==> config.mk <==
export PLATFORM = sky130hd
export DESIGN_NAME = pbcr_basic_control
export DESIGN_NICKNAME = d
export VERILOG_FILES = /design/src/pbcr_pkg.sv /design/src/pbcr_basic_control.sv /design/src/pbcr_mii_steer.sv
export SDC_FILE = /design/constraint.sdc
export NUM_CORES = 1
export LEC_CHECK = 0
export BUFFER_PORTS_ARGS = -buffer_cell sky130_fd_sc_hd__buf_2
export CORE_MARGIN = 5
export CORE_UTILIZATION = 35
export CTS_BUF_LIST = sky130_fd_sc_hd__clkbuf_8
export DETAILED_ROUTE_END_ITERATION = 7
export SETUP_SLACK_MARGIN = 0.4
export SLEW_MARGIN = 5
export SYNTH_ARGS = -nofsm -noshare
export SYNTH_HDL_FRONTEND = slang
export SYNTH_SLANG_ARGS = --single-unit
==> constraint.sdc <==
create_clock -name clk_sys -period 3.4 [get_ports clk_sys]
set_input_delay 0 -clock clk_sys [delete_from_list [all_inputs] [get_ports clk_sys]]
set_output_delay 0 -clock clk_sys [all_outputs]
set_load 0.05 [all_outputs]
==> src/pbcr_pkg.sv <==
package pbcr_pkg;

	// ==========================================================================
	// Control register layout
	// ==========================================================================
	localparam logic [4:0] CTRL_REG_ADDR    = 5'h00;
	localparam int         CTRL_RESET_BIT   = 15;
	localparam int         CTRL_LOOP_BIT    = 14;
	localparam int         CTRL_SPEED_BIT   = 13;
	localparam int         CTRL_AN_EN_BIT   = 12;
	localparam int         CTRL_PWRDN_BIT   = 11;
	localparam int         CTRL_ISOLATE_BIT = 10;
	localparam int         CTRL_AN_RST_BIT  = 9;
	localparam int         CTRL_DUPLEX_BIT  = 8;
	localparam int         CTRL_COLTST_BIT  = 7;
	localparam logic [6:0] CTRL_RSVD_VALUE  = 7'h00;

	// ==========================================================================
	// Management frame
	// ==========================================================================
	localparam logic [1:0] MGMT_OP_READ   = 2'h2;
	localparam logic [1:0] MGMT_OP_WRITE  = 2'h1;
	localparam logic [4:0] MGMT_HDR_LAST  = 5'h0B;
	localparam logic [4:0] MGMT_DATA_LAST = 5'h0F;
	localparam logic [4:0] MGMT_TA_LAST   = 5'h01;

	// ==========================================================================
	// Timing
	// ==========================================================================
	localparam int CLK_PERIOD_NS    = 25;
	localparam int SRST_TIME_US     = 25;
	localparam int SRST_CYCLES      = (SRST_TIME_US * 1000) / CLK_PERIOD_NS;
	localparam int SRST_CNT_W       = 10;

	// ==========================================================================
	// Types
	// ==========================================================================
	typedef enum logic [4:0] {
		PBCR_IDLE  = 5'h01,
		PBCR_START = 5'h02,
		PBCR_HDR   = 5'h04,
		PBCR_TA    = 5'h08,
		PBCR_DATA  = 5'h10
	} pbcr_fsm_t;

	typedef struct packed {
		logic loopback;
		logic speed_100;
		logic an_en;
		logic powerdown;
		logic isolate;
		logic duplex;
		logic col_test;
	} pbcr_ctrl_t;

	typedef struct packed {
		logic       autoneg;
		logic       fast_full_duplex;
		logic       fast_half_duplex;
		logic       slow_full_duplex;
		logic [4:0] phy_addr;
	} pbcr_strap_t;

	typedef struct packed {
		logic [3:0] txd;
		logic       tx_en;
		logic       tx_er;
	} pbcr_mii_tx_t;

	typedef struct packed {
		logic [3:0] rxd;
		logic       rx_dv;
		logic       rx_er;
		logic       col;
		logic       crs;
		logic       tx_clk;
		logic       rx_clk;
	} pbcr_mii_rx_t;

	typedef struct packed {
		pbcr_fsm_t               fsm;
		logic                    mdc_q;
		logic [4:0]              bit_cnt;
		logic [15:0]             shreg;
		logic                    is_read;
		logic                    addr_ok;
		logic                    mdio_out;
		logic                    mdio_drive;
		pbcr_ctrl_t              ctrl;
		logic                    an_restart;
		logic                    an_restart_pulse;
		logic [SRST_CNT_W-1:0]   srst_cnt;
		logic                    load_straps;
		pbcr_strap_t             straps;
		logic                    eff_speed_100;
		logic                    eff_full_duplex;
	} pbcr_state_t;

	typedef struct packed {
		logic [3:0] txd;
		logic       tx_en;
		logic       tx_er;
		logic       loop_10;
		logic       loop_100;
		logic       isolate;
		logic       pwrdn;
		pbcr_mii_rx_t rx;
		pbcr_mii_tx_t core_tx;
	} pbcr_steer_state_t;

endpackage
==> src/pbcr_basic_control.sv <==
`timescale 1ns/1ps
// Notes on behaviour
// Reset bit starts whole-device soft reset.
// Soft reset resamples straps, restores defaults.
// Reset completes within 25 us, reads 1.
// Loopback isolates line, returns TX to RX.
// Host enables loopback only with negotiation off.
// Loopback path chosen by negotiation, speed bits.
// Speed bit selects 100/10, ignored under negotiation.
// Speed defaults 1 unless three straps low.
// Negotiation enable defaults from its strap.
// Powerdown tristates line, LEDs, isolates MII.
// Hardware reset clears the powerdown bit.
// Isolate ignores TX, tristates MII outputs.
// Isolate defaults 1 only for address zero.
// Restart negotiation self-clears on completion.
// Duplex bit selects full or half.
// Duplex default from negotiation and duplex straps.
// Collision test echoes TX enable on COL.
// Bits six to zero read zero.
module pbcr_basic_control #(
	parameter int SRST_CYCLES = pbcr_pkg::SRST_CYCLES
) (
	// Clock, reset, enable
	input  wire logic                   clk_sys,
	input  wire logic                   rst_n,
	input  wire logic                   ce,
	// Configuration straps
	input  wire logic                   autoneg_strap,
	input  wire logic                   fast_full_duplex_strap,
	input  wire logic                   fast_half_duplex_strap,
	input  wire logic                   slow_full_duplex_strap,
	input  wire logic [4:0]             phy_addr_strap,
	// Serial management
	input  wire logic                   mdc,
	input  wire logic                   mdio_in,
	output      logic                   mdio_out,
	output      logic                   mdio_oe_n,
	// Autonegotiation engine
	input  wire logic                   an_complete,
	input  wire logic                   an_speed_100,
	input  wire logic                   an_full_duplex,
	output      logic                   an_enable,
	output      logic                   an_restart_pulse,
	// Device mode
	output      logic                   soft_reset_active,
	output      logic                   link_speed_100,
	output      logic                   link_full_duplex,
	// MAC side media-independent interface
	input  wire pbcr_pkg::pbcr_mii_tx_t mii_tx,
	output      pbcr_pkg::pbcr_mii_rx_t mii_rx,
	output      logic                   mii_oe_n,
	// Core side
	input  wire pbcr_pkg::pbcr_mii_rx_t core_rx,
	output      pbcr_pkg::pbcr_mii_tx_t core_tx,
	output      logic                   loop_10,
	output      logic                   loop_100,
	// Line and LEDs
	output      logic                   twisted_pair_tx_oe_n,
	output      logic                   led_oe_n
);

	// A longer soft reset needs a wider countdown counter in the package.
	if (SRST_CYCLES < 1 || SRST_CYCLES >= (1 << pbcr_pkg::SRST_CNT_W)) begin : g_chk
		$error("SRST_CYCLES must lie between 1 and the counter range");
	end

	localparam logic [pbcr_pkg::SRST_CNT_W-1:0] SRST_LOAD =
		pbcr_pkg::SRST_CNT_W'(SRST_CYCLES);
	localparam logic [pbcr_pkg::SRST_CNT_W-1:0] SRST_ONE =
		pbcr_pkg::SRST_CNT_W'(1);

	pbcr_pkg::pbcr_state_t state;
	pbcr_pkg::pbcr_state_t next_state;

	// ==========================================================================
	// Read image of the control register
	// ==========================================================================
	function automatic logic [15:0] ctrl_image(input pbcr_pkg::pbcr_state_t s);
		logic [15:0] v;
		v = '0;
		v[pbcr_pkg::CTRL_RESET_BIT] = (s.srst_cnt != '0);
		v[pbcr_pkg::CTRL_LOOP_BIT] = s.ctrl.loopback;
		v[pbcr_pkg::CTRL_SPEED_BIT] = s.ctrl.speed_100;
		v[pbcr_pkg::CTRL_AN_EN_BIT] = s.ctrl.an_en;
		v[pbcr_pkg::CTRL_PWRDN_BIT] = s.ctrl.powerdown;
		v[pbcr_pkg::CTRL_ISOLATE_BIT] = s.ctrl.isolate;
		v[pbcr_pkg::CTRL_AN_RST_BIT] = s.an_restart;
		v[pbcr_pkg::CTRL_DUPLEX_BIT] = s.ctrl.duplex;
		v[pbcr_pkg::CTRL_COLTST_BIT] = s.ctrl.col_test;
		v[6:0] = pbcr_pkg::CTRL_RSVD_VALUE;
		return v;
	endfunction

	// ==========================================================================
	// Defaults derived from the latched straps
	// ==========================================================================
	function automatic pbcr_pkg::pbcr_ctrl_t strap_defaults(input pbcr_pkg::pbcr_strap_t p);
		pbcr_pkg::pbcr_ctrl_t c;
		c = '0;
		c.an_en = p.autoneg;
		c.speed_100 = p.autoneg | p.fast_full_duplex | p.fast_half_duplex;
		c.duplex = ~p.autoneg & (p.fast_full_duplex | p.slow_full_duplex);
		c.isolate = (p.phy_addr == 5'h00);
		return c;
	endfunction

	// ==========================================================================
	// Next state
	// ==========================================================================
	always_comb begin
		logic        rise;
		logic        bit_in;
		logic [11:0] hdr;
		logic [15:0] wdata;
		logic        do_write;
		logic [15:0] img;

		next_state = state;
		// Management clock is sampled as data, so it must stay well below clk_sys.
		rise = mdc & ~state.mdc_q;
		bit_in = mdio_in;
		hdr = {state.shreg[10:0], bit_in};
		wdata = {state.shreg[14:0], bit_in};
		do_write = 1'b0;
		img = ctrl_image(state);
		next_state.mdc_q = mdc;
		next_state.an_restart_pulse = 1'b0;

		// Management frames keep running through a soft reset.
		if (rise) begin
			case (state.fsm)
				pbcr_pkg::PBCR_IDLE: begin
					// Preamble ones are optional; the first zero is the start.
					if (!bit_in) begin
						next_state.fsm = pbcr_pkg::PBCR_START;
					end
				end
				pbcr_pkg::PBCR_START: begin
					next_state.bit_cnt = '0;
					next_state.fsm = bit_in ? pbcr_pkg::PBCR_HDR : pbcr_pkg::PBCR_IDLE;
				end
				pbcr_pkg::PBCR_HDR: begin
					next_state.shreg = {state.shreg[14:0], bit_in};
					next_state.bit_cnt = state.bit_cnt + 5'h01;
					if (state.bit_cnt == pbcr_pkg::MGMT_HDR_LAST) begin
						next_state.bit_cnt = '0;
						next_state.is_read = (hdr[11:10] == pbcr_pkg::MGMT_OP_READ);
						next_state.addr_ok = (hdr[9:5] == state.straps.phy_addr) &&
							(hdr[4:0] == pbcr_pkg::CTRL_REG_ADDR);
						if (hdr[11:10] == pbcr_pkg::MGMT_OP_READ ||
							hdr[11:10] == pbcr_pkg::MGMT_OP_WRITE) begin
							next_state.fsm = pbcr_pkg::PBCR_TA;
						end else begin
							next_state.fsm = pbcr_pkg::PBCR_IDLE;
						end
					end
				end
				pbcr_pkg::PBCR_TA: begin
					next_state.bit_cnt = state.bit_cnt + 5'h01;
					if (state.bit_cnt != pbcr_pkg::MGMT_TA_LAST) begin
						if (state.is_read && state.addr_ok) begin
							next_state.mdio_drive = 1'b1;
							next_state.mdio_out = 1'b0;
						end
					end else begin
						next_state.bit_cnt = '0;
						next_state.fsm = pbcr_pkg::PBCR_DATA;
						// The image is taken once here, so the word read back is coherent.
						next_state.shreg = {img[14:0], 1'b0};
						next_state.mdio_out = img[15];
					end
				end
				pbcr_pkg::PBCR_DATA: begin
					next_state.bit_cnt = state.bit_cnt + 5'h01;
					if (state.is_read) begin
						next_state.mdio_out = state.shreg[15];
						next_state.shreg = {state.shreg[14:0], 1'b0};
					end else begin
						// Writes shift over the stale image; only the last 16 bits count.
						next_state.shreg = wdata;
					end
					if (state.bit_cnt == pbcr_pkg::MGMT_DATA_LAST) begin
						next_state.fsm = pbcr_pkg::PBCR_IDLE;
						next_state.mdio_drive = 1'b0;
						next_state.mdio_out = 1'b0;
						do_write = ~state.is_read & state.addr_ok;
					end
				end
				default: begin
					next_state.fsm = pbcr_pkg::PBCR_IDLE;
					next_state.mdio_drive = 1'b0;
				end
			endcase
		end

		// Restart completes; a restart written in the same cycle wins below.
		if (an_complete) begin
			next_state.an_restart = 1'b0;
		end

		// Register writes; ignored while a soft reset is in progress.
		if (do_write && state.srst_cnt == '0) begin
			if (wdata[pbcr_pkg::CTRL_RESET_BIT]) begin
				next_state.srst_cnt = SRST_LOAD;
				next_state.ctrl = '0;
				next_state.an_restart = 1'b0;
			end else begin
				next_state.ctrl.loopback = wdata[pbcr_pkg::CTRL_LOOP_BIT];
				next_state.ctrl.speed_100 = wdata[pbcr_pkg::CTRL_SPEED_BIT];
				next_state.ctrl.an_en = wdata[pbcr_pkg::CTRL_AN_EN_BIT];
				next_state.ctrl.powerdown = wdata[pbcr_pkg::CTRL_PWRDN_BIT];
				next_state.ctrl.isolate = wdata[pbcr_pkg::CTRL_ISOLATE_BIT];
				next_state.ctrl.duplex = wdata[pbcr_pkg::CTRL_DUPLEX_BIT];
				next_state.ctrl.col_test = wdata[pbcr_pkg::CTRL_COLTST_BIT];
				if (wdata[pbcr_pkg::CTRL_AN_RST_BIT] && wdata[pbcr_pkg::CTRL_AN_EN_BIT]) begin
					next_state.an_restart = 1'b1;
					next_state.an_restart_pulse = 1'b1;
				end
			end
		end

		// Soft reset countdown; the last count resamples the straps.
		if (state.srst_cnt != '0) begin
			next_state.srst_cnt = state.srst_cnt - SRST_ONE;
			if (state.srst_cnt == SRST_ONE) begin
				next_state.load_straps = 1'b1;
			end
		end

		// Straps are caught one clock after any reset, then decoded.
		if (state.load_straps) begin
			next_state.load_straps = 1'b0;
			next_state.straps.autoneg = autoneg_strap;
			next_state.straps.fast_full_duplex = fast_full_duplex_strap;
			next_state.straps.fast_half_duplex = fast_half_duplex_strap;
			next_state.straps.slow_full_duplex = slow_full_duplex_strap;
			next_state.straps.phy_addr = phy_addr_strap;
			next_state.ctrl = strap_defaults(next_state.straps);
			next_state.an_restart = 1'b0;
		end

		// Effective speed and duplex follow negotiation when it is on.
		if (state.ctrl.an_en) begin
			next_state.eff_speed_100 = an_speed_100;
			next_state.eff_full_duplex = an_full_duplex;
		end else begin
			next_state.eff_speed_100 = state.ctrl.speed_100;
			next_state.eff_full_duplex = state.ctrl.duplex;
		end
	end

	// ==========================================================================
	// State register
	// ==========================================================================
	always_ff @(posedge clk_sys) begin
		if (!rst_n) begin
			state <= '0;
			state.fsm <= pbcr_pkg::PBCR_IDLE;
			state.load_straps <= 1'b1;
		end else if (ce) begin
			state <= next_state;
		end
	end

	// ==========================================================================
	// Outputs
	// ==========================================================================
	// The line is released whenever this station is not answering a read.
	assign mdio_out = state.mdio_out;
	assign mdio_oe_n = ~state.mdio_drive;
	assign an_enable = state.ctrl.an_en;
	assign an_restart_pulse = state.an_restart_pulse;
	// In the steering block only the core_tx gate follows this level; management keeps running.
	assign soft_reset_active = (state.srst_cnt != '0) | state.load_straps;
	assign link_speed_100 = state.eff_speed_100;
	assign link_full_duplex = state.eff_full_duplex;

	// Loopback is only meaningful with negotiation off; the host keeps to that.
	pbcr_mii_steer u_steer (
		.clk_sys              (clk_sys),
		.rst_n                (rst_n),
		.ce                   (ce),
		.loopback             (state.ctrl.loopback),
		.isolate              (state.ctrl.isolate),
		.powerdown            (state.ctrl.powerdown),
		.col_test             (state.ctrl.col_test),
		.speed_100            (state.eff_speed_100),
		.soft_reset           (soft_reset_active),
		.mii_tx               (mii_tx),
		.mii_rx               (mii_rx),
		.mii_oe_n             (mii_oe_n),
		.core_rx              (core_rx),
		.core_tx              (core_tx),
		.loop_10              (loop_10),
		.loop_100             (loop_100),
		.twisted_pair_tx_oe_n (twisted_pair_tx_oe_n),
		.led_oe_n             (led_oe_n)
	);

endmodule

==> src/pbcr_mii_steer.sv <==
`timescale 1ns/1ps
module pbcr_mii_steer (
	// Clock and reset
	input  wire logic                  clk_sys,
	input  wire logic                  rst_n,
	input  wire logic                  ce,
	// Mode controls
	input  wire logic                  loopback,
	input  wire logic                  isolate,
	input  wire logic                  powerdown,
	input  wire logic                  col_test,
	input  wire logic                  speed_100,
	input  wire logic                  soft_reset,
	// MAC side
	input  wire pbcr_pkg::pbcr_mii_tx_t mii_tx,
	output      pbcr_pkg::pbcr_mii_rx_t mii_rx,
	output      logic                  mii_oe_n,
	// Core side
	input  wire pbcr_pkg::pbcr_mii_rx_t core_rx,
	output      pbcr_pkg::pbcr_mii_tx_t core_tx,
	output      logic                  loop_10,
	output      logic                  loop_100,
	// Line and LEDs
	output      logic                  twisted_pair_tx_oe_n,
	output      logic                  led_oe_n
);

	pbcr_pkg::pbcr_steer_state_t state;
	pbcr_pkg::pbcr_steer_state_t next_state;
	logic                        quiet;

	// ==========================================================================
	// Steering
	// ==========================================================================
	always_comb begin
		next_state = state;
		quiet = isolate | powerdown;
		next_state.isolate = quiet;
		next_state.pwrdn = powerdown;
		next_state.loop_100 = loopback & speed_100;
		next_state.loop_10 = loopback & ~speed_100;
		// Transmit inputs are ignored while isolated or held in soft reset.
		if (quiet || soft_reset) begin
			next_state.core_tx = '0;
		end else begin
			next_state.core_tx = mii_tx;
		end
		if (loopback) begin
			next_state.rx.rxd = mii_tx.txd;
			next_state.rx.rx_dv = mii_tx.tx_en;
			next_state.rx.rx_er = mii_tx.tx_er;
			next_state.rx.crs = mii_tx.tx_en;
			next_state.rx.col = 1'b0;
		end else begin
			next_state.rx.rxd = core_rx.rxd;
			next_state.rx.rx_dv = core_rx.rx_dv;
			next_state.rx.rx_er = core_rx.rx_er;
			next_state.rx.crs = core_rx.crs;
			next_state.rx.col = core_rx.col;
		end
		if (col_test && mii_tx.tx_en) begin
			next_state.rx.col = 1'b1;
		end
		next_state.rx.tx_clk = core_rx.tx_clk;
		next_state.rx.rx_clk = core_rx.rx_clk;
		if (quiet) begin
			next_state.rx = '0;
		end
	end

	always_ff @(posedge clk_sys) begin
		if (!rst_n) begin
			state <= '0;
		end else if (ce) begin
			state <= next_state;
		end
	end

	assign mii_rx = state.rx;
	assign core_tx = state.core_tx;
	assign loop_10 = state.loop_10;
	assign loop_100 = state.loop_100;
	assign mii_oe_n = state.isolate;
	// Line driver is released in loopback so no frame leaks onto the cable.
	assign twisted_pair_tx_oe_n = state.pwrdn | state.loop_10 | state.loop_100;
	assign led_oe_n = state.pwrdn;

endmodule

**Word level (Yosys, flattened, before mapping)**

Cells that the tools add are included.

- Add/sub/neg operators: 2
- Equal/unequal tests: 20
- Mux-type cells: 37
- Bitwise gates (word level): 18
- Reduce and logical (&&, ||, !) cells: 30

Operator list:

| kind | number |
|---|---|
| $pmux 16 s3 | 1 |
| $mux 10 | 3 |
| $mux 5 | 5 |
| $pmux 5 s5 | 1 |
| $mux 8 | 3 |
| $mux 21 | 1 |
| $pmux 5 s4 | 1 |
| $mux 19 | 1 |
| $eq 5x4->1 const B | 3 |
| $ne 2x2->1 const B | 6 |
| $reduce_and 6->1 | 2 |
| $reduce_bool 2->1 | 6 |
| $mux 1 | 11 |
| $mux 11 | 1 |
| $eq 10x1->1 const B | 1 |
| $logic_not 10->1 | 1 |
| $logic_not 5->1 | 2 |
| $reduce_bool 10->1 | 1 |
| $sub 10x1->10 const B | 1 |
| $reduce_and 3->1 | 3 |
| $mux 2 | 4 |
| $reduce_and 4->1 | 2 |
| $or 1x1->1 | 7 |
| $mux 6 | 1 |
| 23 further kinds | 39 |

- Bits in registers: 82
- Logic and storage cells: 147

**Logic depth before layout (Yosys ltp)**

- Depth in word-level cells: 9
- Depth in mapped cells: 8

**Modules after synthesis**

Synthesis repeated with hierarchy kept, for this count alone.

- Cells, all modules: 467
- Area, all modules: 3922.5 um^2

Modules (own cells, without submodules):

| module | instances | cells each | area an instance (um^2) | seq. area each (um^2) |
|---|---|---|---|---|
| pbcr_basic_control | 1 | 392 | 3120.5 | 1161.1 |
| pbcr_mii_steer | 1 | 75 | 802.0 | 400.4 |

**Worst setup path after synthesis**

Ideal clock, no wire load.

- Kind: reg-to-reg
- Start: reg state[51] (netlist name)
- End: reg state[47] (netlist name)
- Arrival time: 1991 ps
- Setup slack: 1321 ps
- Stages on the path, launching flop included: 8
- Period minus slack after synthesis: 2079 ps
- Cells stage by stage: dfxtp_1 > ha_1 > or4b_1 > buf_2 > a2111oi_4 > buf_6 > nor2_1 > a311oi_2

- Longest elaborated chain between the ends: 3

Ends and longest elaborated chain:

| what | RTL line | source |
|---|---|---|
| start, declared | pbcr_basic_control.sv:73 | `pbcr_pkg::pbcr_state_t state;` |
| start signal, assigned | pbcr_basic_control.sv:262 | `state <= next_state;` |
| $ne 5x1->1 | pbcr_basic_control.sv:161 | `if (state.bit_cnt != pbcr_pkg::MGMT_TA_LAST) begin` |
| $ne 2x2->1 (no source line) | -- |  |
| $reduce_and 4->1 (no source line) | -- |  |

No other way between the ends.
A chain may end at the register's enable or synchronous reset.

**Final worst setup path**

- Start: reg state[57] (netlist name)
- End: reg state[50] (netlist name)

- Longest elaborated chain between the ends: 3

Ends and longest elaborated chain:

| what | RTL line | source |
|---|---|---|
| $eq 5x4->1, or another cell as far along | pbcr_basic_control.sv:132 | `case (state.fsm)` |
| $ne 2x2->1 (no source line) or $reduce_bool 3->1 (tied branches) | -- |  |
| $reduce_and 4->1 (no source line) | -- |  |

Several ways; a longest one is shown, not always the timed one.

==> impl_metrics.toml <==
[timing]
min_period_ps = 2660
skew_ps = 7.42
slew_violations = 0
worst_slack_ps = 742
grt_setup_unrepaired = "no"
hold_viol_final = 0
setup_viol = 0
fin_crit_sh_pct = 78.2
whs_ps = 12.1
max_freq_mhz = 376
worst_pin_slew_ps = 949
tns_ps = 0
slew_headroom_pct = 36.7

[placed_design]
hpwl_um = 7330
port_buffers = 60
place.gp.congestion = 0.861
placed_cell_area_mm2 = 0.00427
dp_cells = 630
place_ws_ps = 847

[routing]
drt-vias-per-instance = 5.42
wirelength_um = 10400
num_vias = 3607
drtIter0Drc = 268
wl_per_cell_um = 15.6
drt_first_pass_iters = 5
drcViolationCount = 0
ant_nets = 0

[pwr]
pwr-share-clk_pct = 33.2
p_switching_mw = 0.695
p_sw_share_pct = 31.9
internal-power_mw = 1.48
ir_worst_vdd_uv = 178
pwr-share-seq_pct = 47.3
p_per_area_mw_per_mm2 = 466
p_leak_nw = 1.76
fin_total_pwr_mw = 2.18
power_frac_comb_pct = 19.5

[global_route]
antenna_found_initial = 0
grt_start_max_net_pins = 62
grt_pass1_wl_um = 17300
grt.overflow.total = 0
grt.total_usage_pct = 15.9
grt_pass1_vias = 3481

[clock_tree]
cts_resized = 0
root_buffer = "clkbuf_8"
cts_htree_levels = 3
cts_num_sinks = 78
clk_path_buf_depth = 2
tritoncts = "yes"
clock_latency_ps = 350
clk_pin_slew_ps = 90
cts_buffers = 9
hold_buffers = 18
post_cts_buffers = 0

[logic_synthesis]
yosys_register_bits = 78
synth_top_cells_by_area = "dfxtp_1 (40%), nor2_1 (5.6%), a21oi_1 (4.0%)"
ys.flop_type = "dfxtp_1"
synth_top_area_share_pct = 40.0
avgSynthCellArea_um2 = 8.60
synth_area_mm2 = 0.00390
yosys.area.top_type = "dfxtp_1"
async_reset_ff_share_pct = 0
synthCells = 454
ys_types = 72
synth_edf_count = 0
yosysWarnings = 0
seq_area_frac_synth_pct = 40.0
syn_nets = 494

[die]
ioPinCount = 61
die_y_um = 116
rows = 38
start_util_pct = 35.9
die_area_mm2 = 0.0134
core_area_mm2 = 0.0109
die_w_um = 116

[final_layout]
final_cells = 665
fin_util_pct = 42.8
fin_area_mm2 = 0.00466
drive_gt1_share_pct = 18.9
area_delta_synth_final_pct = 19.5
nets = 560
antenna_cells = 0

[worst_setup_path]
critPathMaxStageDelay_ps = 940
critPathArrivalTime_ps = 2900
worstSetupStartpointType = "register"
crit_slowest_cell = "a2111oi_4"
cp.required_ps = 3640
crit_top_cell = "nor2_1"
cp_cell_sequence = "nor2_1, and3_1, a2111oi_4, nor2_1, a311oi_1"
critPathMaxFanout = 17
path_class = "reg2reg"
cp-end-kind = "register"

[run_status]
status = "completed"

[flow_run]
max_cap_viol_count = 0

[min_path]
worstHoldPathType = "in2reg"
## cell usage in the layout, fill, tap and decap left out, types with 5 or more instances in the layout
master / count
mux2i_1: 13
nand2b_1: 8
nor3_1: 16
dlygate4sd3_1: 19
nand3_1: 21
nand4_1: 5
buf_2: 60
a21oi_1: 31
dfxtp_1: 78
xor2_1: 5
a22o_1: 9
ha_1: 7
or3_1: 5
a211oi_1: 6
nor2_1: 58
inv_1: 13
clkbuf_8: 9
a311oi_1: 11
a22oi_1: 12
nor4b_1: 5
o21ai_0: 9
nand2_1: 40
## cell usage after synthesis, types with 6 or more instances
cell,number
nor2_1,58
a211oi_1,6
a22o_1,9
a22oi_1,12
a21oi_1,31
o21ai_0,9
nor3_1,16
dfxtp_1,78
nand2_1,40
nand3_1,21
ha_1,7
nand2b_1,8
a311oi_1,11
inv_1,13
mux2i_1,13
clkbuf_1,16
## layer usage
metal | global-route usage, % | vias to the layer above | wire length, µm
met2 | 26.7 | 88 | 4850
li1 | - | 1803 | -
met4 | 3.63 | 0 | 96
met5 | 0 | - | 0
met1 | 20.8 | 1707 | 4820
met3 | 3.81 | 9 | 626
## cells by family (layout without fill, tap and decap cells)
| group | count (synthesis) | count (layout) | share of synthesized area [%] |
|---|---|---|---|
| simple gates | 196 | 196 | 26.7 |
| mux | 14 | 14 | 3.62 |
| fa+ha+maj | 7 | 7 | 2.24 |
| flops | 78 | 78 | 40.0 |
| buf+inv | 42 | 113 | 4.90 |
| compound gates | 108 | 108 | 20.5 |
| xor+xnor | 9 | 9 | 2.02 |
## critical path: cells and delay by family, from the launching register on
kind | cells | cell delay, ps
DFF | 1 | 640
AOI/OAI and AO/OA | 2 | 1270
and+or+nand+nor | 3 | 630
## path summary, 6_finish.rpt
kind | from | endpoint | slack (ps) | depth (start not counted)
worst max-delay path | state[57]$_SDFFE_PN1P_ | state[50]$_SDFFE_PN0P_ | 740 | 5
worst min-delay path | rst_n | state[57]$_SDFFE_PN1P_ | 10 | 2
worst max register to register | state[57]$_SDFFE_PN1P_ | state[50]$_SDFFE_PN0P_ | 740 | 5
worst min register to register | u_steer.loop_100$_SDFFE_PN0P_ | u_steer.loop_100$_SDFFE_PN0P_ | 470 | 2
## state kept, by name, summed over array words and instances (netlist names)
register / cells
an_restart_pulse: 1
u_steer.mii_oe_n: 1
u_steer.loop_10: 1
u_steer.loop_100: 1
state: 53
u_steer.led_oe_n: 1
mdio_out: 1
an_enable: 1
u_steer.mii_rx: 10
u_steer.core_tx: 6
link_full_duplex: 1
link_speed_100: 1
## layout make-up
cell class / count / area, µm²
fillers: 1086 / 6220
inverters: 14 / 52.6
clock inverters: 7 / 80.1
multi-input cells: 334 / 2150
well taps: 140 / 175
flip-flops and latches: 78 / 1560
repair buffers: 83 / 520
clock buffers: 9 / 124
## power by group through the flow
stage	Combinational [mW]	Sequential, mW	Clock [mW]
2_1_floorplan	0.287	1.07	0
3_3_place_gp	0.402	1.05	0
3_5_place_dp	0.408	1.05	0
4_1_cts	0.426	1.03	0.744
5_1_grt	0.475	1.04	0.785
6_report	0.425	1.03	0.722
(Power assumes the default switching activity.)
